<file path="config.mk">
export PLATFORM = sky130hd
export DESIGN_NAME = stc_timer
export DESIGN_NICKNAME = d
export VERILOG_FILES = /design/src/hdl/stc_pkg.sv /design/src/hdl/stc_prescale.sv /design/src/hdl/stc_sync2.sv /design/src/hdl/stc_timer.sv
export SDC_FILE = /design/constraint.sdc
export NUM_CORES = 1
export LEC_CHECK = 0
export BUFFER_PORTS_ARGS = -buffer_cell sky130_fd_sc_hd__buf_2
export CAP_MARGIN = 25
export CORE_ASPECT_RATIO = 1.75
export CORE_MARGIN = 3
export CORE_UTILIZATION = 46
export DETAILED_ROUTE_END_ITERATION = 16
export HOLD_SLACK_MARGIN = 0.06
export PLACE_DENSITY = 0.87
export REMOVE_ABC_BUFFERS = 1
export SLEW_MARGIN = 0
export SYNTH_ARGS = -nofsm -noshare
export SYNTH_HDL_FRONTEND = slang
export SYNTH_SLANG_ARGS = --single-unit
</file>
<file path="constraint.sdc">
create_clock -name sys_clk -period 1.8 [get_ports sys_clk]
set_clock_uncertainty 0.1 [all_clocks]
set_input_delay 0.18 -clock sys_clk [delete_from_list [all_inputs] [get_ports sys_clk]]
set_output_delay 0.18 -clock sys_clk [all_outputs]
set_load 0.02 [all_outputs]
</file>
<file path="src/hdl/stc_pkg.sv">
package stc_pkg;

  ////////////////////////////////////////////////////////////////////////////
  // Bus geometry
  localparam int          ADDR_W          = 8;
  localparam int          DATA_W          = 32;
  localparam logic [1:0]  RESP_OKAY       = 2'b00;
  localparam logic [1:0]  RESP_SLVERR     = 2'b10;

  ////////////////////////////////////////////////////////////////////////////
  // Register byte offsets
  localparam logic [7:0]  OFF_CTRL        = 8'h10;
  localparam logic [7:0]  OFF_CNT_LO      = 8'h14;
  localparam logic [7:0]  OFF_CNT_HI      = 8'h18;
  localparam logic [7:0]  OFF_IRQ_STAT    = 8'h1c;
  localparam logic [7:0]  OFF_IRQ_MASK    = 8'h20;

  ////////////////////////////////////////////////////////////////////////////
  // Control field positions
  localparam int          CTRL_ON_BIT     = 0;
  localparam int          CTRL_CS_BIT     = 1;
  localparam int          CTRL_SYNC_BIT   = 2;
  localparam int          CTRL_OSC_BIT    = 3;
  localparam int          CTRL_PS_LSB     = 4;
  localparam int          CTRL_PS_MSB     = 5;
  localparam logic [7:0]  CTRL_IMPL_MASK  = 8'h3f;

  ////////////////////////////////////////////////////////////////////////////
  // Reset values and count limit
  localparam logic [7:0]  CTRL_RST        = 8'h00;
  localparam logic [15:0] CNT_RST         = 16'h0000;
  localparam logic [15:0] CNT_MAX         = 16'hffff;
  localparam logic        STAT_RST        = 1'b0;
  localparam logic        MASK_RST        = 1'b0;

  ////////////////////////////////////////////////////////////////////////////
  // Timing: one instruction cycle is four oscillator clocks
  localparam int          CLK_HZ          = 25_000_000;
  localparam int          OSC_PER_INSTR   = 4;
  localparam logic [1:0]  INSTR_DIV_MAX   = 2'(OSC_PER_INSTR - 1);
  localparam int          PS_W            = 3;
  localparam logic [2:0]  PS_RST          = 3'h0;

endpackage : stc_pkg

</file>
<file path="src/hdl/stc_prescale.sv">
`timescale 1ns/10ps
module stc_prescale import stc_pkg::*; (
  // Clock and reset
  input  wire logic       sys_clk,
  input  wire logic       rst,
  // Control
  input  wire logic       clr,
  input  wire logic [1:0] sel,
  // Ticks
  input  wire logic       tick_in,
  output logic            tick_out
);

  logic [PS_W-1:0] cnt_q;
  logic [PS_W-1:0] cnt_d;
  logic [PS_W-1:0] ratio_mask;

  // Ratio 1:1, 1:2, 1:4, 1:8 as a mask of low count bits
  function automatic logic [PS_W-1:0] ps_mask(input logic [1:0] s);
    ps_mask = 3'((4'h1 << s) - 4'h1);
  endfunction : ps_mask

  assign ratio_mask = ps_mask(sel);
  assign tick_out   = tick_in & ((cnt_q & ratio_mask) == ratio_mask);
  assign cnt_d      = clr ? PS_RST : (tick_in ? cnt_q + 3'h1 : cnt_q);

  always_ff @(posedge sys_clk or posedge rst) begin
    if (rst) begin
      cnt_q <= PS_RST;
    end else begin
      cnt_q <= cnt_d;
    end
  end

endmodule : stc_prescale

</file>
<file path="src/hdl/stc_sync2.sv">
`timescale 1ns/10ps
module stc_sync2 import stc_pkg::*; (
  // Clock and reset
  input  wire logic sys_clk,
  input  wire logic rst,
  // Level in and out
  input  wire logic d,
  output logic      q
);

  logic meta_q;

  // First stage feeds only the second
  always_ff @(posedge sys_clk or posedge rst) begin
    if (rst) begin
      meta_q <= 1'b0;
      q      <= 1'b0;
    end else begin
      meta_q <= d;
      q      <= meta_q;
    end
  end

endmodule : stc_sync2

</file>
<file path="src/hdl/stc_timer.sv">
// Notes on behaviour
// - Timer, synchronous or asynchronous counter modes
// - Timer mode counts each instruction cycle
// - Counter mode counts external rising edges
// - Counter-on bit runs or holds count
// - Special event trigger clears the count
// - Oscillator on: pins inputs, read zero
// - Control bits 7 and 6 read zero
// - Prescale codes give 1:1, 1:2, 1:4, 1:8
// - Oscillator runs only while enable set
// - Sync bit picks synchronised or raw counting
// - Internal source ignores the sync bit
// - Source select: pin edge or Fosc/4
// - Two byte halves, wraps ffff to 0000
// - Wrap sets latched overflow flag, interrupt
//
// Local design decision: the AXI4-Lite register port.
`timescale 1ns/10ps
module stc_timer import stc_pkg::*; (
  // Clock and reset
  input  wire logic              sys_clk,
  input  wire logic              rst,
  // AXI4-Lite write address
  input  wire logic [ADDR_W-1:0] s_axi_awaddr,
  input  wire logic              s_axi_awvalid,
  output logic                   s_axi_awready,
  // AXI4-Lite write data
  input  wire logic [DATA_W-1:0] s_axi_wdata,
  input  wire logic [3:0]        s_axi_wstrb,
  input  wire logic              s_axi_wvalid,
  output logic                   s_axi_wready,
  // AXI4-Lite write response
  output logic [1:0]             s_axi_bresp,
  output logic                   s_axi_bvalid,
  input  wire logic              s_axi_bready,
  // AXI4-Lite read address
  input  wire logic [ADDR_W-1:0] s_axi_araddr,
  input  wire logic              s_axi_arvalid,
  output logic                   s_axi_arready,
  // AXI4-Lite read data
  output logic [DATA_W-1:0]      s_axi_rdata,
  output logic [1:0]             s_axi_rresp,
  output logic                   s_axi_rvalid,
  input  wire logic              s_axi_rready,
  // Capture/compare special event
  input  wire logic              cc_special_event,
  // Oscillator pins, bit 0 count/output pin, bit 1 input pin
  input  wire logic [1:0]        osc_pin_i,
  output logic [1:0]             osc_pin_o,
  output logic [1:0]             osc_pin_oe_n,
  // Port side of the two pins
  input  wire logic [1:0]        port_direction_bits,
  input  wire logic [1:0]        port_out_bits,
  output logic [1:0]             port_read_bits,
  // Oscillator and interrupt
  output logic                   osc_run,
  output logic                   irq
);

  ////////////////////////////////////////////////////////////////////////////
  // Declarations
  logic [7:0]        ctrl_q;
  logic [15:0]       count_q;
  logic [15:0]       count_d;
  logic              stat_q;
  logic              mask_q;
  logic [1:0]        div_q;
  logic              rise_prev_q;
  logic [1:0]        pin_s;
  logic              instr_tick;
  logic              pin_rise;
  logic              ext_mode;
  logic              sync_path;
  logic              src_tick;
  logic              presc_in;
  logic              presc_tick;
  logic              presc_sync;
  logic              inc;
  logic              wrap;
  logic              ovf_set;
  logic              cnt_we;
  // Write channel state
  logic              aw_hold_q;
  logic              w_hold_q;
  logic [ADDR_W-1:0] awaddr_q;
  logic [7:0]        wdata_q;
  logic              wlane_q;
  logic              bvalid_q;
  logic [1:0]        bresp_q;
  logic              aw_take;
  logic              w_take;
  logic              do_wr;
  logic [ADDR_W-1:0] wr_addr;
  logic [7:0]        wr_byte;
  logic              wr_lane;
  logic              wr_known;
  logic              we_ctrl;
  logic              we_lo;
  logic              we_hi;
  logic              we_mask;
  // Read channel state
  logic              rvalid_q;
  logic [7:0]        rbyte_q;
  logic [1:0]        rresp_q;
  logic              ar_take;
  logic              rd_known;
  logic [7:0]        rd_byte;
  logic              stat_rd_clr;

  // Word decode shared by both channels
  function automatic logic hit(input logic [ADDR_W-1:0] a, input logic [7:0] off);
    hit = (a[ADDR_W-1:2] == off[ADDR_W-1:2]);
  endfunction : hit
  function automatic logic known(input logic [ADDR_W-1:0] a);
    known = hit(a, OFF_CTRL) | hit(a, OFF_CNT_LO) | hit(a, OFF_CNT_HI)
          | hit(a, OFF_IRQ_STAT) | hit(a, OFF_IRQ_MASK);
  endfunction : known

  ////////////////////////////////////////////////////////////////////////////
  // Pins and oscillator
  for (genvar g = 0; g < 2; g++) begin : g_pin_sync
    stc_sync2 u_pin_sync (
      .sys_clk (sys_clk),
      .rst     (rst),
      .d       (osc_pin_i[g]),
      .q       (pin_s[g])
    );
  end

  // Crystal owns both pins while enabled, whatever the direction bits say
  assign osc_pin_oe_n   = (port_direction_bits | {2{ctrl_q[CTRL_OSC_BIT]}});
  assign osc_pin_o      = port_out_bits;
  assign port_read_bits = ctrl_q[CTRL_OSC_BIT] ? 2'b00 : pin_s;
  assign osc_run        = ctrl_q[CTRL_OSC_BIT];

  ////////////////////////////////////////////////////////////////////////////
  // Count source
  assign instr_tick = (div_q == INSTR_DIV_MAX);
  assign pin_rise   = pin_s[0] & ~rise_prev_q;
  assign ext_mode   = ctrl_q[CTRL_CS_BIT];
  assign sync_path  = ext_mode & ~ctrl_q[CTRL_SYNC_BIT];
  assign src_tick   = ext_mode ? pin_rise : instr_tick;
  assign presc_in   = ctrl_q[CTRL_ON_BIT] & src_tick;

  always_ff @(posedge sys_clk or posedge rst) begin
    if (rst) begin
      div_q       <= 2'h0;
      rise_prev_q <= 1'b0;
    end else begin
      div_q       <= instr_tick ? 2'h0 : div_q + 2'h1;
      rise_prev_q <= pin_s[0];
    end
  end
  stc_prescale u_prescale (
    .sys_clk  (sys_clk),
    .rst      (rst),
    .clr      (cnt_we | cc_special_event),
    .sel      (ctrl_q[CTRL_PS_MSB:CTRL_PS_LSB]),
    .tick_in  (presc_in),
    .tick_out (presc_tick)
  );
  // Costs two cycles of latency but aligns edges to the core clock
  stc_sync2 u_evt_sync (
    .sys_clk (sys_clk),
    .rst     (rst),
    .d       (presc_tick),
    .q       (presc_sync)
  );

  ////////////////////////////////////////////////////////////////////////////
  // Counter
  assign inc     = ctrl_q[CTRL_ON_BIT] & (sync_path ? presc_sync : presc_tick);
  assign wrap    = inc & (count_q == CNT_MAX);
  assign cnt_we  = we_lo | we_hi;
  assign ovf_set = wrap & ~cc_special_event & ~cnt_we;
  assign count_d = cc_special_event ? CNT_RST :
                   we_lo ? {count_q[15:8], wr_byte} :
                   we_hi ? {wr_byte, count_q[7:0]} :
                   inc   ? count_q + 16'h0001 : count_q;

  always_ff @(posedge sys_clk or posedge rst) begin
    if (rst) begin
      count_q <= CNT_RST;
    end else begin
      count_q <= count_d;
    end
  end

  ////////////////////////////////////////////////////////////////////////////
  // Interrupt
  // A wrap in the read-clear cycle survives
  always_ff @(posedge sys_clk or posedge rst) begin
    if (rst) begin
      stat_q <= STAT_RST;
    end else begin
      stat_q <= ovf_set | (stat_q & ~stat_rd_clr);
    end
  end

  assign irq = stat_q & mask_q;

  ////////////////////////////////////////////////////////////////////////////
  // Write channel
  assign s_axi_awready = ~aw_hold_q & ~bvalid_q;
  assign s_axi_wready  = ~w_hold_q & ~bvalid_q;
  assign aw_take       = s_axi_awvalid & s_axi_awready;
  assign w_take        = s_axi_wvalid & s_axi_wready;
  assign do_wr         = (aw_hold_q | aw_take) & (w_hold_q | w_take);
  assign wr_addr       = aw_hold_q ? awaddr_q : s_axi_awaddr;
  assign wr_byte       = w_hold_q ? wdata_q : s_axi_wdata[7:0];
  assign wr_lane       = w_hold_q ? wlane_q : s_axi_wstrb[0];
  assign wr_known      = known(wr_addr);
  assign we_ctrl       = do_wr & wr_lane & hit(wr_addr, OFF_CTRL);
  assign we_lo         = do_wr & wr_lane & hit(wr_addr, OFF_CNT_LO);
  assign we_hi         = do_wr & wr_lane & hit(wr_addr, OFF_CNT_HI);
  assign we_mask       = do_wr & wr_lane & hit(wr_addr, OFF_IRQ_MASK);
  assign s_axi_bvalid  = bvalid_q;
  assign s_axi_bresp   = bresp_q;

  always_ff @(posedge sys_clk or posedge rst) begin
    if (rst) begin
      aw_hold_q <= 1'b0;
      w_hold_q  <= 1'b0;
      awaddr_q  <= '0;
      wdata_q   <= 8'h00;
      wlane_q   <= 1'b0;
      bvalid_q  <= 1'b0;
      bresp_q   <= RESP_OKAY;
    end else begin
      aw_hold_q <= (aw_hold_q | aw_take) & ~do_wr;
      w_hold_q  <= (w_hold_q | w_take) & ~do_wr;
      if (aw_take) begin
        awaddr_q <= s_axi_awaddr;
      end
      if (w_take) begin
        wdata_q <= s_axi_wdata[7:0];
        wlane_q <= s_axi_wstrb[0];
      end
      if (do_wr) begin
        bvalid_q <= 1'b1;
        bresp_q  <= wr_known ? RESP_OKAY : RESP_SLVERR;
      end else if (s_axi_bready) begin
        bvalid_q <= 1'b0;
      end
    end
  end

  // Unimplemented control bits never store
  always_ff @(posedge sys_clk or posedge rst) begin
    if (rst) begin
      ctrl_q <= CTRL_RST;
      mask_q <= MASK_RST;
    end else begin
      if (we_ctrl) begin
        ctrl_q <= wr_byte & CTRL_IMPL_MASK;
      end
      if (we_mask) begin
        mask_q <= wr_byte[0];
      end
    end
  end

  ////////////////////////////////////////////////////////////////////////////
  // Read channel
  assign s_axi_arready = ~rvalid_q;
  assign ar_take       = s_axi_arvalid & s_axi_arready;
  assign rd_known      = known(s_axi_araddr);
  assign stat_rd_clr   = ar_take & hit(s_axi_araddr, OFF_IRQ_STAT);
  assign rd_byte       = hit(s_axi_araddr, OFF_CTRL)     ? ctrl_q :
                         hit(s_axi_araddr, OFF_CNT_LO)   ? count_q[7:0] :
                         hit(s_axi_araddr, OFF_CNT_HI)   ? count_q[15:8] :
                         hit(s_axi_araddr, OFF_IRQ_STAT) ? {7'h00, stat_q} :
                         hit(s_axi_araddr, OFF_IRQ_MASK) ? {7'h00, mask_q} : 8'h00;
  assign s_axi_rvalid  = rvalid_q;
  assign s_axi_rdata   = {24'h000000, rbyte_q};
  assign s_axi_rresp   = rresp_q;

  always_ff @(posedge sys_clk or posedge rst) begin
    if (rst) begin
      rvalid_q <= 1'b0;
      rbyte_q  <= 8'h00;
      rresp_q  <= RESP_OKAY;
    end else if (ar_take) begin
      rvalid_q <= 1'b1;
      rbyte_q  <= rd_byte;
      rresp_q  <= rd_known ? RESP_OKAY : RESP_SLVERR;
    end else if (s_axi_rready) begin
      rvalid_q <= 1'b0;
    end
  end

  ////////////////////////////////////////////////////////////////////////////
  // Assertions
  a_ctrl_top_zero: assert property (
    @(posedge sys_clk) disable iff (rst)
    we_ctrl |=> (ctrl_q[7:6] == 2'b00))
    else $error("control top bits stored");
  a_stop_holds: assert property (
    @(posedge sys_clk) disable iff (rst)
    (!ctrl_q[CTRL_ON_BIT] && !cc_special_event && !cnt_we) |=> $stable(count_q))
    else $error("count moved while stopped");
  a_event_clears: assert property (
    @(posedge sys_clk) disable iff (rst)
    cc_special_event |=> (count_q == CNT_RST))
    else $error("special event did not clear count");
  a_wrap_flags: assert property (
    @(posedge sys_clk) disable iff (rst)
    ovf_set |=> (count_q == CNT_RST) && stat_q)
    else $error("wrap did not clear count and flag");
  a_flag_irq: assert property (
    @(posedge sys_clk) disable iff (rst)
    (ovf_set && mask_q && !we_mask) |=> irq)
    else $error("unmasked overflow raised no interrupt");
  a_osc_pins: assert property (
    @(posedge sys_clk) disable iff (rst)
    ctrl_q[CTRL_OSC_BIT] |-> (osc_pin_oe_n == 2'b11) && (port_read_bits == 2'b00) && osc_run)
    else $error("oscillator pins not released");
  a_timer_spacing: assert property (
    @(posedge sys_clk) disable iff (rst)
    (inc && !ext_mode) ##1 !ext_mode |-> !inc [*3])
    else $error("timer counted faster than instruction rate");
  a_eight_spacing: assert property (
    @(posedge sys_clk) disable iff (rst)
    (presc_tick && ctrl_q[CTRL_PS_MSB:CTRL_PS_LSB] == 2'b11 && !cnt_we && !cc_special_event)
    |=> !presc_tick [*7])
    else $error("1:8 prescale passed ticks too close");
  a_sync_delay: assert property (
    @(posedge sys_clk) disable iff (rst)
    presc_tick ##1 (sync_path && ctrl_q[CTRL_ON_BIT]) [*2] |-> inc)
    else $error("synchronised tick not counted after two cycles");
  a_async_direct: assert property (
    @(posedge sys_clk) disable iff (rst)
    (ext_mode && ctrl_q[CTRL_SYNC_BIT] && presc_tick) |-> inc)
    else $error("raw external tick not counted at once");
  a_bresp_held: assert property (
    @(posedge sys_clk) disable iff (rst)
    (s_axi_bvalid && !s_axi_bready) |=> s_axi_bvalid && $stable(s_axi_bresp))
    else $error("write response dropped early");

endmodule : stc_timer
</file>
==> results of run 1 <==
==> cell usage in the layout (no fill, tap or decap), types with 10 or more instances in the layout <==
cell type / n
dlygate4sd3_1: 19
mux2_2: 20
nand2_1: 30
nand3_1: 12
buf_4: 58
nor2_1: 20
o21ai_0: 20
conb_1: 26
buf_6: 10
dfrtp_1: 63
mux2i_1: 10
buf_2: 53
==> cell type report <==
cell class | count | area, um2 | share of cell area [%]
clock inverters | 5 | 53.8 | 1.06
inverters | 10 | 37.5 | 0.740
flip-flops and latches | 65 | 1630 | 32.1
well taps | 88 | 110 | 2.17
multi-input cells | 270 | 1970 | 38.8
clock buffers | 11 | 253 | 4.98
repair buffers | 141 | 1020 | 20.2
==> per-layer routing <==
layer	wire length, um	share of wire, %
met5	0	0
met4	648	5.8
met3	801	7.2
met2	5780	52
met1	3850	35
==> registers in the layout (all words and copies together), names as in the netlist, 3 cells and up <==
name              count
wdata_q               8
rbyte_q               8
awaddr_q              6
ctrl_q                6
u_prescale.cnt_q      3
count_q              16
==> power by group <==
part | leakage (nW) | switching, mW | internal [mW]
sequential | 0.844 | 0.245 | 1.75
combinational | 1.40 | 0.976 | 0.861
clock | 0.155 | 0.639 | 1.14
==> synthesized netlist by cell type (2+ instances only) <==
master     n  area share, %
a211oi_1   2           0.41
a211oi_2   6            2.1
a21o_1     3           0.62
a21oi_1   10            1.4
a22o_1     9            2.2
a22oi_1    2           0.41
a31o_2     3           0.72
a31oi_1    6            1.0
and2_1     3           0.52
and3_1     7            1.2
buf_2      6           0.82
buf_4     29            6.0
clkbuf_1   9           0.93
dfrtp_1   65             45
ha_1       3            1.0
inv_1     10            1.0
mux2_2    20            6.2
mux2i_1   11            3.0
nand2_1   32            3.3
nand2b_1   3           0.52
nand3_1   13            1.8
nand4_1    3           0.52
nor2_1    22            2.3
nor2b_1    7            1.2
nor3_1     7           0.96
nor3b_1    5            1.0
o21ai_0   21            2.9
o22ai_1    2           0.34
o31a_1     2           0.48
o31ai_1    4           0.82
or2_2      3           0.52
or3_1      2           0.34
or4_1      2           0.41
or4b_2     2           0.55
xnor2_1    3           0.72
xor2_1     7            1.7
==> cells by family (layout without fill, tap and decap cells) <==
logic type | count (synthesis) | in the layout | synth area share (%)
buffers and inverters | 56 | 167 | 9.18
xor gates and xnor gates | 10 | 10 | 2.41
DFF | 65 | 65 | 44.7
adders and majority gates | 3 | 3 | 1.03
AOI/OAI and AO/OA | 84 | 84 | 17.1
muxes | 31 | 31 | 9.21
other | 1 | 26 | 0.103
and+or+nand+nor | 116 | 116 | 16.3
==> metrics by stage <==
stage / TNS [ns] / cell area (um2) / power [mW] / util (%)
detailed placement: -9.25 / 4250 / 3.43 / 55.7
CTS: -4.21 / 4910 / 5.39 / 64.4
global placement: -5.68 / 4250 / 3.37 / 55.7
finish: -6.49 / 5070 / 5.61 / 66.6
global route: -8.61 / 5070 / 5.84 / 66.6
floorplan: -16.50 / 3440 / 2.80 / -
==> how the worst min path moves through the flow <==
stage / from / to / depth (start not counted)
global placement: rst / g_pin_sync[0].u_pin_sync.meta_q$_DFF_PP0_ / 3
detailed placement: rst / wdata_q[4]$_DFFE_PP0P_ / 3
finish: s_axi_awaddr[3] / awaddr_q[3]$_DFFE_PP0P_ / 4
floorplan: osc_pin_i[0] / g_pin_sync[0].u_pin_sync.meta_q$_DFF_PP0_ / 0
global route: s_axi_awaddr[3] / awaddr_q[3]$_DFFE_PP0P_ / 4
CTS: cc_special_event / u_prescale.cnt_q[2]$_DFFE_PP0P_ / 3
==> critical path: stages, from the launching register on <==
cell and delay, ns:
dfrtp_2 0.44, buf_6 0.14, and3b_1 0.18, o22ai_2 0.21
buf_6 0.14, nor3_1 0.04, buf_4 0.19, or4_4 0.51
a31oi_1 0.15
==> what timing repair did <==
| item | 4_1_cts | 5_1_grt |
|---|---|---|
| pin swaps | 13 | 14 |
| resized for setup | 30 | 25 |
| buffers inserted | 8 | 7 |
| hold buffers | 19 | 0 |
| setup endpoints to repair | 27 | 31 |
| hold endpoints to repair | 83 | 0 |
==> summary.txt, run 1 <==
Placement
  – Pre-CTS setup slack: -0.502 ns
  – GPL Wtd Cong: around 0.96
  – Port Buf Inserts: 53
  – DP Cell Count: 542
  – DP HPWL: 7070 um

Worst setup path
  – CP Data Arrival Time: 2.33 ns
  – R2R depth: 8
  – Crit path capture: count_q[12]$_DFFE_PP0P_
  – CP Max Fanout: 8
  – Reg2reg end: count_q[12]$_DFFE_PP0P_
  – Reg-to-reg startpoint: aw_hold_q$_DFF_PP0_
  – CP Class: reg -> reg
  – Startpoint types: flip-flop
  – Worst endpoint required time: 1.96 ns
  – Crit. End Element: flip-flop
  – Critical Path Source: aw_hold_q$_DFF_PP0_
  – R2R setup slack: -0.38 ns

Die
  – Core Region: 7620 um2
  – Initial core utilization: between 40% and 50%
  – Boundary Pins: 115
  – Row Count: 42
  – Die ar.: 9060 um2
  – Die width: 73.3 um
  – Die Span Y: between 100 and 150 um

GRT
  – Vias in the first global route: 3452
  – GRT Util Overall: 24.0%
  – Initial antenna violation count: 0
  – Wire length of the first global-routing pass: 16400 um
  – GR Layer Usage met3: 6.38%
  – GRT overflow: 0
  – Met2 capacity usage during global routing: around two fifths
  – Largest net degree at the start of global routing: 40
  – Most Crowded Layer GR: met2
  – M1 GR Usage: between 20% and 30%

Drt
  – WL/cell: 18.8 um
  – 1st-iter DRT viols: 442
  – Total wire length: 11100 um
  – Routed Antenna Nets: 0
  – DR vias: about 3500
  – DR pass1 iterations: 5
  – DRC errors left: 0
  – Via/cell ratio: 5.87

Timing
  – Fin. max-slew vios: 0
  – Rel. slew slack: ~62%
  – # setup viols final: 27
  – Final worst setup slack: -0.376 ns
  – Post-layout min period: 2.18 ns
  – Measured slew at the worst slew-check pin: 0.551 ns
  – Worst Hold Slack: 0.102 ns
  – Fin. Hold Viols: 0
  – Period utilization: 121%
  – RSZ-0062 raised after global routing: true
  – Achievable Freq: 0.460 GHz

Cells and area
  – Layout Cells excl Fill: approximately 600
  – Layout cells sized above 1: 41.2%
  – Fillcell total: approximately 550
  – Antenna diodes: 0
  – Area grow syn2layout: 39.4%
  – Nets: about 570

Synthesis
  – Avg Cell Area, Syn: 9.95 um2
  – Yosys cell types: between 50 and 60
  – YS warnings: 0
  – Yosys reg bits: 65
  – Synthesized area: 3640 um2
  – Mapped Cells: between 300 and 400
  – Post-synthesis sequential area ratio: 44.7%
  – Post-synth EDFFs: 0
  – Ys flop type: dfrtp_1
  – Ys async rst share: 100%

Clock tree
  – Root buf cell: clkbuf_16
  – TritonCTS sink count: 65
  – CTS HTree Levels: 3
  – Clock transition at path regs: 0.05 ns
  – Clock buffer depth: 2
  – Cts bufs inserted: 9
  – TritonCTS clock tree: done
  – Skew-Pair Late Insertion Delay: around 0.34 ns

Outcome
  – Failing checks: negative setup slack
  – Outcome: finished, violations left

Pwr
  – Leakage power: 2.40 nW
  – VDD IR-drop max: 1.02 mV
  – Power Dens Cells: 1110 nW/um2

Min path
  – Hold Crit Class: in -> reg

Job
  – Max-cap viol count: 0
Power figures use the tool's default switching activity.
==> run 2, diff against run 1 <==
--- a/config.mk
+++ b/config.mk
@@ -14,6 +14,7 @@
 export HOLD_SLACK_MARGIN = 0.06
 export PLACE_DENSITY = 0.87
 export REMOVE_ABC_BUFFERS = 1
+export SETUP_SLACK_MARGIN = 0.1
 export SLEW_MARGIN = 0
 export SYNTH_ARGS = -nofsm -noshare
 export SYNTH_HDL_FRONTEND = slang
==> run 2 against run 1 <==
Compared with the run above: the run still ends with negative setup slack left; sequential share of layout area shrank 0.30 points; setup slack gained 0.029 ns; register-to-register slack gained 0.03 ns; sequential power is essentially flat; hold slack lost 0.0047 ns; clock power is essentially flat; largest cell class unchanged; global-route usage shrank 0.29 points; combinational power grew 6%; maximum frequency grew 1.4%; final area grew 0.94%; first-iteration DRC count shrank 30%; critical path type unchanged.
==> summary.txt, run 2 (same netlist as run 1, synthesis figures left out) <==
Outcome
  – Outcome: finished, violations left
  – Failing checks: negative setup slack

Worst setup path
  – Number of buffer and inverter stages on the critical path: 3
  – Worst endpoint required time: 1.96 ns
  – CP Max Fanout: 6
  – Crit path cell chain: buf_6 > and3b_1 > o22ai_2 > buf_6 > nor3_1 > buf_4 > or4_1 > a31oi_1
  – CP Class: reg -> reg
  – Critical Path Source: aw_hold_q$_DFF_PP0_
  – Reg-to-reg startpoint: aw_hold_q$_DFF_PP0_
  – Top cell by count, worst path: buf_6
  – Top delay family on crit path: simple AND/OR/NAND/NOR gates
  – Crit. End Element: flip-flop
  – CP Data Arrival Time: 2.31 ns
  – Startpoint types: flip-flop
  – Crit-path slowest cell: or4_1
  – Slowest cell delay on critical path: roughly 0.50 ns

Cells and area
  – Regs by FF count: count_q: 16 flops, rbyte_q: 8 flops, wdata_q: 8 flops
  – Antenna diodes: 0
  – Post-layout util: 67.2%
  – Most frequent cells in the layout: dfrtp_1, buf_4, buf_2
  – Layout cells sized above 1: 42.0%
  – Commonest non-fill, non-tap cell in the layout: dfrtp_1
  – Multi-input combinational cell area: 2000 um2
  – Max reg flops: 16
  – Layout Cells excl Fill: 590
  – Reg area: 1630 um2
  – Fillcell total: around 520
  – Nets: 566
  – Area grow syn2layout: 40.7%
  – Largest reg by FF count: count_q
  – Post-layout instance area: 5120 um2

Timing
  – Fin. Hold Viols: 0
  – RSZ-0062 raised after global routing: true
  – Final worst setup slack: -0.347 ns
  – # setup viols final: 27
  – Achievable Freq: 0.466 GHz
  – Measured slew at the worst slew-check pin: about 0.56 ns
  – Rel. slew slack: 61.6%
  – Fin. max-slew vios: 0
  – Post-layout min period: about 2.1 ns
  – Period utilization: 119%

Die
  – Die width: 73.3 um
  – Initial core utilization: 47.8%
  – Die Span Y: 124 um
  – Die ar.: 9060 um2
  – Row Count: 42
  – Core Region: roughly 7600 um2
  – Boundary Pins: 115

GRT
  – Largest net degree at the start of global routing: 40
  – Initial antenna violation count: 0
  – Vias in the first global route: 3455
  – GRT overflow: 0
  – GRT Util Overall: between 20% and 30%
  – Wire length of the first global-routing pass: 16200 um

Drt
  – DRC errors left: 0
  – DR pass1 iterations: 6
  – Routed Antenna Nets: 0
  – WL/cell: 18.5 um
  – 1st-iter DRT viols: 309
  – DR vias: 3463
  – Total wire length: 10900 um
  – Via/cell ratio: between 5 and 6

Min path
  – Hold Crit Class: in -> reg
  – Hold path startpoint: s_axi_awaddr[3]

Clock tree
  – TritonCTS sink count: 65
  – CTS HTree Levels: 3
  – Root buf cell: clkbuf_16
  – Clock buffer depth: 2
  – Clock transition at path regs: 0.05 ns
  – Skew-Pair Late Insertion Delay: 0.34 ns
  – TritonCTS clock tree: done
  – Cts bufs inserted: 9

Job
  – Max-cap viol count: 0

Placement
  – Pre-CTS setup slack: -0.502 ns
  – Port Buf Inserts: 53
  – DP HPWL: around 7100 um
  – Placed inst area: 4250 um2
  – DP Cell Count: 542
  – GPL Wtd Cong: 0.959

Pwr
  – VDD IR-drop max: 0.998 mV
  – Design Power: 5.71 mW
  – Leakage power: 2.42 nW
  – Power Dens Cells: 1120 nW/um2
run 2: cell count changes in the layout (fill, tap and decap cells not counted), moves of 2 or more:
cell	before	now
mux2_2	20	17
o31ai_1	4	2
o31ai_2	0	2
nor2_1	20	17
mux2_4	0	3
nor2_4	0	3
run 2: final timing paths:
check	end	slack [ns]	cells after the start
setup / recovery	count_q[12]$_DFFE_PP0P_	-0.35	8
hold / removal	awaddr_q[3]$_DFFE_PP0P_	0.1	4
setup reg to reg	count_q[12]$_DFFE_PP0P_	-0.35	8
hold reg to reg	g_pin_sync[1].u_pin_sync.q$_DFF_PP0_	0.25	0
max in group asynchronous	count_q[8]$_DFFE_PP0P_	0.84	4
min in group asynchronous	wdata_q[4]$_DFFE_PP0P_	0.36	4
run 2: power by group:
group / internal (mW) / total (mW) / switching (mW)
Sequential: 1.75 / 1.99 / 0.239
Clock: 1.14 / 1.78 / 0.638
Combinational: 0.933 / 1.95 / 1.01
Total: 3.82 / 5.71 / 1.89
run 2: final cells by class:
| type | count | share of cell area [%] |
|---|---|---|
| Inverter | 10 | 0.733 |
| Clock inverter | 5 | 1.05 |
| Sequential cell | 65 | 31.8 |
| Tap cell | 88 | 2.15 |
| Clock buffer | 11 | 4.93 |
| Timing Repair Buffer | 141 | 20.2 |
| Multi-Input combinational cell | 270 | 39.1 |
run 2: through the flow:
stage	hold WS, ns	TNS [ns]
final	0.0973	-6.62
after floorplan	0.111	-16.50
after global placement	0.150	-5.68
after global routing	0.0999	-8.70
after CTS	0.0933	-4.29
after detailed placement	0.176	-9.25
run 2: layer usage:
layer | wire [um] | track usage (%)
met1 | 3600 | 24.2
met2 | 5700 | 40.1
met3 | 819 | 6.70
met4 | 761 | 17.7
met5 | 0 | 0
run 2: timing repair:
item | in CTS | in global routing
setup endpoints to repair | 28 | 32
cloned | 0 | 0
hold endpoints to repair | 83 | 0
buffers inserted | 9 | 4
resized for setup | 34 | 34
pin swaps | 15 | 11
hold buffers | 19 | 0
run 2: worst register-to-register path: stages, from the launching register on:
cell and delay [ns]:
dfrtp_2 0.45, buf_6 0.15, and3b_1 0.18, o22ai_2 0.19, buf_6 0.15, nor3_1 0.04
buf_4 0.17, or4_1 0.50, a31oi_1 0.14
==> run 3, diff against run 2 <==
--- a/config.mk
+++ b/config.mk
@@ -15,7 +15,9 @@
 export PLACE_DENSITY = 0.87
 export REMOVE_ABC_BUFFERS = 1
 export SETUP_SLACK_MARGIN = 0.1
+export SKIP_CTS_REPAIR_TIMING = 1
 export SLEW_MARGIN = 0
 export SYNTH_ARGS = -nofsm -noshare
 export SYNTH_HDL_FRONTEND = slang
+export SYNTH_HIERARCHICAL = 1
 export SYNTH_SLANG_ARGS = --single-unit
==> run 3 against run 2 <==
Compared with the run above: the run still ends with negative setup slack left; synthesized area grew 0.31%; non-clock buffer count increased by 8; utilization is 0.99 points higher; die area up 0.28%; critical path type unchanged; register-to-register slack lost 0.35 ns; via count rose by 1.0%.
==> summary.txt, run 3 <==
Synthesis
  – Yosys cell types: 57
  – Mapped Cells: 364
  – Largest area contributor in the netlist: dfrtp_1
  – Top cells by count, synth: dfrtp_1, buf_4, nand2_1
  – Ys async rst share: 100%
  – Synth top area cells: dfrtp_1, mux2_2, buf_4
  – YS warnings: 6
  – Count leader, synth: dfrtp_1
  – Avg Cell Area, Syn: 10.0 um2
  – Post-synth top area share: 44.5%
  – Post-synth EDFFs: 0
  – Post-synthesis sequential area ratio: 44.5%
  – Synthesized area: 3650 um2
  – Ys flop type: dfrtp_1
  – Yosys reg bits: 65

Cells and area
  – Largest reg by FF count: count_q
  – Regs by FF count: count_q: 16 flops, rbyte_q: 8 flops, wdata_q: 8 flops
  – Nets: 571
  – Post-layout instance area: 5200 um2
  – Area grow syn2layout: 42.3%
  – Commonest non-fill, non-tap cell in the layout: buf_4
  – Layout cells sized above 1: approximately 42%
  – Max reg flops: 16
  – Most frequent cells in the layout: buf_4, dfrtp_1, buf_2

Timing
  – Post-layout min period: 2.49 ns
  – Period utilization: 139%
  – # setup viols final: 27
  – Fin. Hold Viols: 0
  – RSZ-0062 raised after global routing: true
  – Rel. slew slack: 59.8%
  – Final worst setup slack: -0.694 ns
  – Fin. max-slew vios: 0
  – Worst Hold Slack: 0.102 ns
  – Measured slew at the worst slew-check pin: 0.594 ns
  – Achievable Freq: 0.401 GHz

Die
  – Boundary Pins: 115
  – Die Span Y: 124 um
  – Die width: 73.4 um
  – Row Count: 42
  – Initial core utilization: 47.9%
  – Core Region: between 7000 and 8000 um2
  – Die ar.: 9090 um2

Drt
  – DRC errors left: 0
  – Routed Antenna Nets: 0
  – Via/cell ratio: around 5.9
  – DR vias: 3498
  – Total wire length: ~11000 um
  – WL/cell: 19.3 um
  – 1st-iter DRT viols: 315
  – DR pass1 iterations: 7

Pwr
  – VDD IR-drop max: 0.865 mV
  – Register share of total power: 33.1%
  – Psw: 1.96 mW
  – Clk pwr share: 34.0%
  – Sw frac: 32.5%
  – Logic pwr share: about 33%
  – Leakage power: about 2.4 nW
  – Internal power: approximately 4.1 mW
  – Power Dens Cells: 1160 nW/um2

GRT
  – Largest net degree at the start of global routing: 38
  – Vias in the first global route: ~3200
  – GRT Util Overall: 21.8%
  – GRT overflow: 0
  – Wire length of the first global-routing pass: 15000 um
  – Initial antenna violation count: 0

Outcome
  – Failing checks: negative setup slack
  – Outcome: finished, violations left

Worst setup path
  – Startpoint types: flip-flop
  – CP Max Fanout: 6
  – Crit. End Element: flip-flop
  – Crit-path slowest cell: or4_4
  – CP Class: reg -> reg
  – Crit path cell chain: ha_2 > inv_2 > o22ai_2 > and2_4 > o21ai_2 > a21oi_2 > nand2_1 > mux2i_1 > buf_4 > nand4_1 > or4_4 > a311oi_2
  – CP Data Arrival Time: 2.64 ns
  – Slowest cell delay on critical path: just over 0.5 ns
  – Top delay family on crit path: simple AND/OR/NAND/NOR gates
  – Worst endpoint required time: 1.94 ns
  – Number of buffer and inverter stages on the critical path: 2

Clock tree
  – TritonCTS sink count: 65
  – Root buf cell: clkbuf_16
  – Skew-Pair Late Insertion Delay: around 0.34 ns
  – Clock transition at path regs: 0.06 ns
  – TritonCTS clock tree: done
  – Clock buffer depth: 2
  – Cts bufs inserted: 9
  – CTS HTree Levels: 3

Placement
  – DP HPWL: between 7000 and 8000 um
  – Placed inst area: 4300 um2
  – GPL Wtd Cong: 0.910
  – Port Buf Inserts: 53

Job
  – Max-cap viol count: 0

Min path
  – Hold Crit Class: in -> reg
[run 3: cell count changes in the layout (fill, tap and decap cells not counted), sizes merged, moves of 5 or more]
cell,before,now
a211oi,8,2
o31ai,4,9
mux2,20,27
inv,10,19
buf,122,131
a311oi,1,7
nand3,13,6
or3,2,7
[run 3: cells by family after synthesis]
family | Yosys count | share of synthesized area (%)
compound gates | 75 | 14.9
xor+xnor | 4 | 0.959
fa+ha+maj | 3 | 1.03
buf+inv | 66 | 10.3
flops | 65 | 44.5
mux | 36 | 11.2
other cells | 1 | 0.103
simple gates | 114 | 16.9
[run 3: final timing paths]
path,from,endpoint,slack [ns],cells past startpoint
worst min register to register,g_pin_sync[1].u_pin_sync/meta_q$_DFF_PP0_,g_pin_sync[1].u_pin_sync/q$_DFF_PP0_,0.26,0
worst min-delay path,s_axi_awaddr[4],awaddr_q[4]$_DFFE_PP0P_,0.10,4
max in group asynchronous,rst,count_q[4]$_DFFE_PP0P_,0.78,4
worst max-delay path,div_q[0]$_DFF_PP0_,count_q[13]$_DFFE_PP0P_,-0.69,12
worst max register to register,div_q[0]$_DFF_PP0_,count_q[13]$_DFFE_PP0P_,-0.69,12
min in group asynchronous,rst,u_evt_sync/meta_q$_DFF_PP0_,0.19,3
[run 3: worst register-to-register path, delay by kind of cell, from the launching register on]
family / cells / cell delay (ns)
fa+ha+maj: 1 / 0.19
mux: 1 / 0.13
compound gates: 4 / 0.54
simple gates: 4 / 0.88
buf+inv: 2 / 0.21
flops: 1 / 0.35
[run 3: final cells by class]
cell class | instances | area (um2)
clock buffers | 10 | 229
clock inverters | 6 | 115
diodes | 1 | 2.50
multi-input cells | 259 | 1960
fillers | 503 | 2420
flip-flops and latches | 65 | 1630
inverters | 18 | 67.6
repair buffers | 149 | 1080
well taps | 88 | 110
[run 3: metrics by stage]
step                utilization (%)  instances  power, mW  worst slack, ns  TNS [ns]
floorplan                         -        341       2.85           -0.970    -14.74
global placement               56.5        544       3.50           -0.632    -10.19
detailed placement             56.5        544       3.58           -0.707    -12.18
CTS                            61.0        560       5.61           -0.728    -12.83
global route                   68.2        595       6.28           -0.856    -14.71
finish                         68.2        596       6.03           -0.694    -11.19
[run 3: power by group through the flow]
stage / sequential, mW / clock, mW / combinational [mW]
floorplan: 2.04 / 0 / 0.811
global placement: 1.96 / 0 / 1.54
detailed placement: 1.98 / 0 / 1.60
CTS: 1.96 / 2.04 / 1.61
global route: 2.03 / 2.14 / 2.11
finish: 2.00 / 2.05 / 1.98
[run 3: per-layer routing]
metal	track usage (%)	share of wire, %	up-vias
met5	0	0	-
met3	5.57	6.3	67
met4	16.2	7.4	0
met2	37.3	53	199
met1	22.4	33	1679
li1	-	-	1553
